**config.mk**
```make
export PLATFORM = sky130hd
export DESIGN_NAME = hd2_link_ctrl
export DESIGN_NICKNAME = d
export VERILOG_FILES = /design/src/hd2_pkg.sv /design/src/hd2_link_ctrl.sv
export VERILOG_INCLUDE_DIRS = /design/src
export SDC_FILE = /design/constraint.sdc
export NUM_CORES = 1
export LEC_CHECK = 0
export BUFFER_PORTS_ARGS = -buffer_cell sky130_fd_sc_hd__buf_2
export CAP_MARGIN = 20
export CORE_ASPECT_RATIO = 1.25
export CORE_MARGIN = 1
export CORE_UTILIZATION = 45
export CTS_CLUSTER_DIAMETER = 150
export DETAILED_ROUTE_END_ITERATION = 16
export SLEW_MARGIN = 30
export SYNTH_ARGS = -nofsm -noshare
export SYNTH_HDL_FRONTEND = slang
export SYNTH_SLANG_ARGS = --single-unit
```
**constraint.sdc**
```tcl
create_clock -name ref_clk -period 4.3 [get_ports ref_clk]
set_input_delay 0.86 -clock ref_clk [delete_from_list [all_inputs] [get_ports ref_clk]]
set_output_delay 0.86 -clock ref_clk [all_outputs]
set_load 0.02 [all_outputs]
```
**src/hd2_consts.svh**
```systemverilog
// Offsets, field positions, reset values and line constants of the second HDLC link controller.
`ifndef HD2_CONSTS_SVH
`define HD2_CONSTS_SVH
`define HD2_CTRL_IDX 12'h143
`define HD2_BOSCODE_IDX 12'h14C
`define HD2_STATUS_IDX 12'h14D
`define HD2_CTRL_RESET 7'h00
`define HD2_BIT_RESERVED 7
`define HD2_BIT_AUTO_ABORT_INHIBIT 6
`define HD2_BIT_RX_CHECK_OFF 5
`define HD2_BIT_DUP_DISCARD 4
`define HD2_BIT_FORCE_ABORT 3
`define HD2_BIT_FLAG_FILL 2
`define HD2_BIT_TX_CHECK_APPEND 1
`define HD2_BIT_SIGNALLING_SELECT 0
`define HD2_FLAG_OCTET 8'h7E
`define HD2_ABORT_OCTET 8'hFE
`define HD2_CRC_INIT 16'hFFFF
`define HD2_CRC_POLY 16'h8408
`define HD2_CRC_RESIDUE 16'hF0B8
`define HD2_STUFF_RUN 3'h5
`define HD2_MIN_FRAME_BITS 16'h0020
`endif

```
**src/hd2_pkg.sv**
```systemverilog
// Types shared by the second HDLC link controller.
`default_nettype none
package hd2_pkg;
  typedef enum logic [2:0] {
    TX_FLAG,
    TX_DATA,
    TX_FCS,
    TX_ABORT,
    TX_BOS,
    TX_ONES
  } hd2_tx_state_t;

  // Software-visible control fields, bit 7 omitted because it is reserved.
  typedef struct packed {
    logic autoAbortInhibit;
    logic rxCheckOff;
    logic duplicateDiscardEn;
    logic forceAbort;
    logic flagFill;
    logic txCheckAppend;
    logic signallingTypeSelect;
  } hd2_ctrl_t;

  // End-of-frame report towards the receive buffer.
  typedef struct packed {
    logic done;
    logic keep;
    logic fcsBad;
    logic duplicate;
  } hd2_rx_report_t;
endpackage : hd2_pkg
`default_nettype wire

```
**src/hd2_link_ctrl.sv**
```systemverilog
// Control, transmit framer and receive deframer of the second HDLC link controller.
//
// Behaviour
// Software writes zero to reserved bit 7.
// Auto abort on message-to-bit-oriented switch.
// Inhibit bit suppresses that automatic abort.
// Receive FCS checked unless check-off set.
// Duplicate discard drops frames matching held content.
// Force-abort bit sends continuous ones.
// Flag fill overrides pending message frames.
// Idle line carries repeated flag octets.
// Flag fill ignored in bit-oriented mode.
// Append bit adds FCS after frames.
// Append bit ignored in bit-oriented mode.
// Select bit picks bit or message oriented.
// Select written zero for each bit-oriented message.
// Zero-bit insertion on frame contents, removal on receive.
`include "hd2_consts.svh"
`default_nettype none
module hd2_link_ctrl
  import hd2_pkg::*;
#(
  parameter int ADDR_W = 12
) (
  input wire logic ref_clk,
  input wire logic rst,
  input wire logic psel,
  input wire logic penable,
  input wire logic pwrite,
  input wire logic [ADDR_W-1:0] paddr,
  input wire logic [31:0] pwdata,
  output logic [31:0] prdata,
  output logic pready,
  output logic pslverr,
  input wire logic txMsgValid,
  input wire logic [7:0] txMsgData,
  input wire logic txMsgLast,
  output logic txMsgReady,
  input wire logic dlTxStrobe,
  output logic dlTxBit,
  input wire logic dlRxStrobe,
  input wire logic dlRxBit,
  output logic [7:0] rxOctet,
  output logic rxOctetValid,
  output hd2_rx_report_t rxReport,
  output logic rxBosValid,
  output logic [5:0] rxBosCode
);

  // Byte address of a register index; the printed offsets are not word aligned.
  function automatic logic [ADDR_W-1:0] regAddr(input logic [11:0] idx);
    regAddr = ADDR_W'({idx, 2'b00});
  endfunction : regAddr

  // One bit of the reflected CCITT CRC, shared by both directions.
  function automatic logic [15:0] crcBit(input logic [15:0] crc, input logic b);
    crcBit = (crc >> 1) ^ ((crc[0] ^ b) ? `HD2_CRC_POLY : 16'h0000);
  endfunction : crcBit

  hd2_ctrl_t ctrl;
  hd2_tx_state_t txState;
  logic [5:0] bosCodeReg;
  logic [15:0] txShift, txCrc, rxWin, rxBits, rxCrc, next_rxWin;
  logic [4:0] txLeft;
  logic [2:0] txOnes, rxOnes, rxFill;
  logic [7:0] holdByte, rxSr;
  logic [6:0] rxDly;
  logic [31:0] keptSig;
  logic bosPending, txStuffOn, txLastLoaded, holdLast, holdFull, next_holdFull;
  logic stuffNow, txLoad, consume, fillActive, appendActive, apbSetup, apbWrite;
  logic rxInFrame, keptValid;

  assign apbSetup = psel && !penable;
  assign apbWrite = psel && penable && pready && pwrite;
  // Flag fill and FCS append only mean anything in message-oriented mode.
  assign fillActive = ctrl.flagFill && ctrl.signallingTypeSelect;
  assign appendActive = ctrl.txCheckAppend && ctrl.signallingTypeSelect;
  assign stuffNow = (txOnes == `HD2_STUFF_RUN);
  assign txLoad = dlTxStrobe && !stuffNow && (txLeft == 5'd1);
  assign consume = txLoad && holdFull && !ctrl.forceAbort && !bosPending && !fillActive
    && ((txState == TX_DATA && !txLastLoaded)
    || (txState == TX_FLAG && ctrl.signallingTypeSelect));

  // APB answers one cycle after setup, so read data and error are registered in setup.
  always_ff @(posedge ref_clk) begin
    if (rst) begin
      pready <= 1'b0;
      prdata <= 32'h0000_0000;
      pslverr <= 1'b0;
    end else begin
      pready <= apbSetup;
      if (apbSetup) begin
        pslverr <= 1'b0;
        if (paddr == regAddr(`HD2_CTRL_IDX)) begin
          prdata <= {25'h000_0000, ctrl};
        end else if (paddr == regAddr(`HD2_BOSCODE_IDX)) begin
          prdata <= {26'h000_0000, bosCodeReg};
        end else if (paddr == regAddr(`HD2_STATUS_IDX)) begin
          prdata <= {25'h000_0000, rxInFrame, rxReport.fcsBad, rxReport.duplicate,
            keptValid, bosPending, txState != TX_FLAG, holdFull};
        end else begin
          prdata <= 32'h0000_0000;
          pslverr <= 1'b1;
        end
      end
    end
  end

  // Control writes; the reserved top bit is dropped on the way in.
  always_ff @(posedge ref_clk) begin
    if (rst) begin
      ctrl <= `HD2_CTRL_RESET;
      bosCodeReg <= 6'h00;
    end else if (apbWrite) begin
      if (paddr == regAddr(`HD2_CTRL_IDX)) begin
        ctrl <= pwdata[6:0];
      end else if (paddr == regAddr(`HD2_BOSCODE_IDX)) begin
        bosCodeReg <= pwdata[5:0];
      end
    end
  end

  // Each control write with the select bit low queues one bit-oriented message.
  // A new request in the cycle the old one is loaded wins over the clear.
  always_ff @(posedge ref_clk) begin
    if (rst) begin
      bosPending <= 1'b0;
    end else if (apbWrite && paddr == regAddr(`HD2_CTRL_IDX)
        && !pwdata[`HD2_BIT_SIGNALLING_SELECT]) begin
      bosPending <= 1'b1;
    end else if (txLoad && !ctrl.forceAbort
        && !((txState == TX_DATA || txState == TX_FCS) && !ctrl.autoAbortInhibit)) begin
      bosPending <= 1'b0;
    end
  end

  // One-byte holding stage in front of the shifter hides the load latency.
  always_comb begin
    next_holdFull = holdFull;
    if (consume) begin
      next_holdFull = 1'b0;
    end else if (txMsgValid && txMsgReady) begin
      next_holdFull = 1'b1;
    end
  end

  always_ff @(posedge ref_clk) begin
    if (rst) begin
      holdFull <= 1'b0;
      holdByte <= 8'h00;
      holdLast <= 1'b0;
      txMsgReady <= 1'b0;
    end else begin
      holdFull <= next_holdFull;
      txMsgReady <= !next_holdFull;
      if (txMsgValid && txMsgReady) begin
        holdByte <= txMsgData;
        holdLast <= txMsgLast;
      end
    end
  end

  // Transmit shifter: LSB first, one bit per channel strobe, next unit loaded on the last bit.
  // Priority at a load: forced abort, queued bit-oriented message, frame tail, frame data, flags.
  always_ff @(posedge ref_clk) begin
    if (rst) begin
      txState <= TX_FLAG;
      txShift <= {8'h00, `HD2_FLAG_OCTET};
      txLeft <= 5'd8;
      txStuffOn <= 1'b0;
      txOnes <= 3'h0;
      txCrc <= `HD2_CRC_INIT;
      txLastLoaded <= 1'b0;
      dlTxBit <= 1'b1;
    end else if (dlTxStrobe) begin
      if (stuffNow) begin
        dlTxBit <= 1'b0;
        txOnes <= 3'h0;
      end else begin
        dlTxBit <= txShift[0];
        txShift <= txShift >> 1;
        txLeft <= txLeft - 5'd1;
        // Only stuffed content counts; the run carries over into the closing flag.
        txOnes <= (txShift[0] && txStuffOn) ? txOnes + 3'h1 : 3'h0;
        if (txState == TX_DATA) begin
          txCrc <= crcBit(txCrc, txShift[0]);
        end
      end
      if (txLoad) begin
        if (ctrl.forceAbort) begin
          txState <= TX_ONES;
          txShift <= 16'hFFFF;
          txLeft <= 5'd16;
          txStuffOn <= 1'b0;
        end else if (bosPending && (txState == TX_DATA || txState == TX_FCS)
            && !ctrl.autoAbortInhibit) begin
          txState <= TX_ABORT;
          txShift <= {8'h00, `HD2_ABORT_OCTET};
          txLeft <= 5'd8;
          txStuffOn <= 1'b0;
        end else if (bosPending) begin
          txState <= TX_BOS;
          txShift <= {1'b0, bosCodeReg, 1'b0, 8'hFF};
          txLeft <= 5'd16;
          txStuffOn <= 1'b0;
        end else if (txState == TX_DATA && (fillActive || (!txLastLoaded && !holdFull))) begin
          txState <= TX_ABORT;
          txShift <= {8'h00, `HD2_ABORT_OCTET};
          txLeft <= 5'd8;
          txStuffOn <= 1'b0;
        end else if (txState == TX_DATA && txLastLoaded && appendActive) begin
          txState <= TX_FCS;
          txShift <= ~crcBit(txCrc, txShift[0]);
          txLeft <= 5'd16;
          txStuffOn <= 1'b1;
        end else if (consume) begin
          if (txState == TX_FLAG) begin
            txCrc <= `HD2_CRC_INIT;
          end
          txState <= TX_DATA;
          txShift <= {8'h00, holdByte};
          txLeft <= 5'd8;
          txStuffOn <= 1'b1;
          txLastLoaded <= holdLast;
        end else begin
          txState <= TX_FLAG;
          txShift <= {8'h00, `HD2_FLAG_OCTET};
          txLeft <= 5'd8;
          txStuffOn <= 1'b0;
        end
      end
    end
  end

  // Raw receive window, consecutive-ones counter and bit-oriented message detection.
  assign next_rxWin = {dlRxBit, rxWin[15:1]};
  always_ff @(posedge ref_clk) begin
    if (rst) begin
      rxWin <= 16'h0000;
      rxOnes <= 3'h0;
      rxBosValid <= 1'b0;
      rxBosCode <= 6'h00;
    end else begin
      rxBosValid <= 1'b0;
      if (dlRxStrobe) begin
        rxWin <= next_rxWin;
        rxOnes <= dlRxBit ? ((rxOnes == 3'h7) ? 3'h7 : rxOnes + 3'h1) : 3'h0;
        if (next_rxWin[7:0] == 8'hFF && !next_rxWin[8] && !next_rxWin[15]) begin
          rxBosCode <= next_rxWin[14:9];
          rxBosValid <= !(ctrl.duplicateDiscardEn && next_rxWin[14:9] == rxBosCode);
        end
      end
    end
  end

  // Deframer: flags delimit, seven ones abort, stuffed zeros vanish, and a
  // seven-bit delay keeps the tail of the closing flag out of the data.
  always_ff @(posedge ref_clk) begin
    if (rst) begin
      rxDly <= 7'h00;
      rxFill <= 3'h0;
      rxSr <= 8'h00;
      rxBits <= 16'h0000;
      rxCrc <= `HD2_CRC_INIT;
      rxInFrame <= 1'b0;
      rxOctet <= 8'h00;
      rxOctetValid <= 1'b0;
      rxReport <= '0;
      keptSig <= 32'h0000_0000;
      keptValid <= 1'b0;
    end else begin
      rxOctetValid <= 1'b0;
      rxReport.done <= 1'b0;
      if (dlRxStrobe) begin
        if (dlRxBit && rxOnes == 3'h6) begin
          rxInFrame <= 1'b0;
          rxFill <= 3'h0;
        end else if (!dlRxBit && rxOnes == 3'h6) begin
          if (rxInFrame && rxBits != 16'h0000) begin
            rxReport.done <= 1'b1;
            rxReport.fcsBad <= !ctrl.rxCheckOff && rxCrc != `HD2_CRC_RESIDUE;
            rxReport.duplicate <= ctrl.duplicateDiscardEn && keptValid
              && keptSig == {rxCrc, rxBits};
            rxReport.keep <= rxBits[2:0] == 3'h0 && rxBits >= `HD2_MIN_FRAME_BITS
              && (ctrl.rxCheckOff || rxCrc == `HD2_CRC_RESIDUE)
              && !(ctrl.duplicateDiscardEn && keptValid && keptSig == {rxCrc, rxBits});
            if (rxBits[2:0] == 3'h0 && rxBits >= `HD2_MIN_FRAME_BITS
                && (ctrl.rxCheckOff || rxCrc == `HD2_CRC_RESIDUE)) begin
              keptSig <= {rxCrc, rxBits};
              keptValid <= 1'b1;
            end
          end
          rxInFrame <= 1'b1;
          rxFill <= 3'h0;
          rxBits <= 16'h0000;
          rxCrc <= `HD2_CRC_INIT;
        end else if (!(!dlRxBit && rxOnes == `HD2_STUFF_RUN)) begin
          rxDly <= {dlRxBit, rxDly[6:1]};
          if (rxFill != 3'h7) begin
            rxFill <= rxFill + 3'h1;
          end else if (rxInFrame) begin
            rxCrc <= crcBit(rxCrc, rxDly[0]);
            rxSr <= {rxDly[0], rxSr[7:1]};
            rxBits <= rxBits + 16'h0001;
            if (rxBits[2:0] == 3'h7) begin
              rxOctet <= {rxDly[0], rxSr[7:1]};
              rxOctetValid <= 1'b1;
            end
          end
        end
      end
    end
  end
endmodule : hd2_link_ctrl
`default_nettype wire

```
==> results.json <==
{
  "leakage_uw": 0.004190,
  "vdd_drop_max_mv": 0.2984,
  "pwr-share-clk_pct": 45.5,
  "cts_hold_buf": 0,
  "start_util_pct": 45.86,
  "synthDistinctLibCells": 74,
  "grt_overflow": 0,
  "chipHeight_um": 159.5,
  "drtIter0Drc": 382,
  "min_from": "txStuffOn$_SDFFE_PP0P_",
  "max-slew-margin-rel_pct": 46.04,
  "pre_cts_ws_ns": 1.403,
  "cp.required_ns": 4.73,
  "clk_latency_ns": 0.49,
  "ys_warn_count": 0,
  "cts_tree": "built",
  "cts_root_buf": "clkbuf_16",
  "p_sw_uw": 894.4,
  "combPwrFrac_pct": 5.0,
  "async_flop_share_pct": 0,
  "postSynthAreaPerCell_um2": 8.948,
  "power.density_nw_per_um2": 384.6,
  "final_core_util_pct": 51.47,
  "route.detailed.drc": 0,
  "p_int_uw": 2960,
  "crit_fanout": 10,
  "crit_arrival_ns": 2.93,
  "pwr-share-seq_pct": 49.5,
  "hold_ws_ns": 0.4523,
  "cts_buffers": 22,
  "outcome": "completed",
  "die_area_um2": 20410,
  "vias_per_cell": 5.376,
  "cts.clk_slew.worst_paths_ns": 0.06,
  "worst-setup-path-type": "reg -> reg",
  "cp-start-kind": "register",
  "portBuffers": 67,
  "max_stage_delay_ns": 0.63,
  "num_vias": 7075,
  "area_delta_synth_final_pct": 12.22,
  "placed_area_um2": 9343,
  "grt_max_degree": 94,
  "finalHoldViolCount": 0,
  "synth_cells": 998,
  "end_kind": "register",
  "cts_setup_buffers": 0,
  "tns_ns": 0,
  "maxCapViolCount": 0,
  "path_cells": "ha_1 > ha_1 > and2_0 > o21ai_4 > or4_1 > or4_1 > a21oi_1",
  "finalSetupViolations": 0,
  "ys_ff_latch": 201,
  "dp_hpwl_um": 13940,
  "grt_pass1_wl_um": 33550,
  "worst_slew_pin_slew_ns": 0.8094,
  "cts.repair.resized": 0,
  "min_period_ns": 2.498,
  "cpMaxStageDelayCell": "or4_1",
  "rsz0062_at_grt": "false",
  "htreeDepth": 1,
  "synth_area_um2": 8930,
  "wirelength_um": 20240,
  "seq_area_frac_synth_pct": 45.06,
  "swShare_pct": 23.21,
  "synth-main-ff-cell": "dfxtp_1",
  "wl_per_cell_um": 15.38,
  "place.gp.congestion": 0.8002,
  "hp-class": "reg -> reg",
  "synth_edf_count": 0,
  "startpoint": "rxFill[0]$_SDFFE_PP0P_",
  "report.final.slew_viol_count": 0,
  "grtUsageTotal_pct": 20.01,
  "die_w_um": 128.0,
  "stdcell_area_um2": 10020,
  "grt_pass1_vias": 6679,
  "antenna_found_initial": 1,
  "drive_above_1_share_pct": 12.00,
  "row_count": 57,
  "io_pins": 118,
  "firstDrtPassIters": 5,
  "fin_worst_skew_ns": 0.007806,
  "core_um2": 19470,
  "final_nets": 1110,
  "max_freq_mhz": 400.4,
  "reg2reg_from": "rxFill[0]$_SDFFE_PP0P_",
  "clockBufferDepth": 3,
  "period_share_pct": 58.08,
  "drtAntennaViolNets": 0,
  "numClockSinks": 201,
  "fin_ws_ns": 1.802
}
## metrics by stage
step	cells	total power, uW
floorplan	1022	2099
global placement	1277	2141
detailed placement	1277	2143
CTS	1315	3906
global route	1315	4001
finish	1316	3854
## cells in the mapped netlist, drive strengths merged, types with 24 or more instances
cell | n | share of area [%]
nor2 | 143 | 6.0
dfxtp | 201 | 45
nor3 | 25 | 1.5
xnor2 | 25 | 2.5
clkbuf | 43 | 1.8
a21oi | 66 | 3.7
nand3 | 24 | 1.3
mux2i | 86 | 9.6
inv | 27 | 1.1
buf | 41 | 3.0
nand2 | 67 | 2.8
o21ai | 39 | 2.3
## registers in the layout, summed over array words and instances, names as in the netlist, 7 cells and up
register  count
ctrl          7
rxDly         7
prdata        7
rxSr          7
holdByte      8
txCrc        16
keptSig      32
rxCrc        16
rxBits       16
rxWin        15
rxOctet       8
txShift      16
## layout by cell type (no fill, tap or decap), drive strengths merged, types with 25 or more instances in the layout
cell type and n:
clkbuf 27, nand2 67, inv 27, nor2 143
mux2i 86, a21oi 66, conb 25, buf 74
xnor2 25, o21ai 39, nor3 25, dfxtp 201
## metal layers
| layer | global-route usage (%) | share of wire, % |
|---|---|---|
| met1 | 25.03 | 44 |
| met3 | 2.520 | 3.7 |
| met5 | 0 | 0 |
| met2 | 35.20 | 50 |
| met4 | 6.631 | 2.3 |
## cell families (layout without fill, tap and decap cells)
group | after synthesis | count (layout) | synth area share (%)
AOI/OAI and AO/OA | 193 | 193 | 14.47
xor gates and xnor gates | 44 | 44 | 4.316
adders and majority gates | 12 | 12 | 1.681
buffers and inverters | 111 | 139 | 5.927
DFF | 201 | 201 | 45.06
muxes | 87 | 87 | 9.766
other | 1 | 26 | 0.04199
and+or+nand+nor | 349 | 349 | 18.73
## layout make-up
type	count	area, um2
multi-input combinational	710	4483
fill	1924	9449
inverter	27	101.3
clock inverter	11	65.06
clock buffer	27	610.6
timing repair buffer	74	402.9
tap	265	331.6
sequential	201	4024
antenna	1	2.502
## worst max-delay path: cells and delay by family (launching register included)
family	cells	cell delay [ns]
AND/OR/NAND/NOR	3	1.41
adder cells (fa/ha/maj)	2	0.36
flip-flops	1	0.35
AO/OA/AOI/OAI	2	0.31
## power groups by stage
stage	clock network (uW)	logic, uW	registers [uW]
after global placement	0	191	1950
after floorplan	0	147	1950
final	1750	191	1910
after global routing	1880	211	1910
after CTS	1800	194	1910
after detailed placement	0	193	1950
## worst paths after layout
kind	endpoint	slack [ns]	cells after the start
worst max-delay path	rxBits[12]$_SDFFE_PP0P_	1.80	7
worst min-delay path	txStuffOn$_SDFFE_PP0P_	0.45	2
worst max register to register	rxBits[12]$_SDFFE_PP0P_	1.80	7
worst min register to register	txStuffOn$_SDFFE_PP0P_	0.45	2
Power figures use the tool's default switching activity.
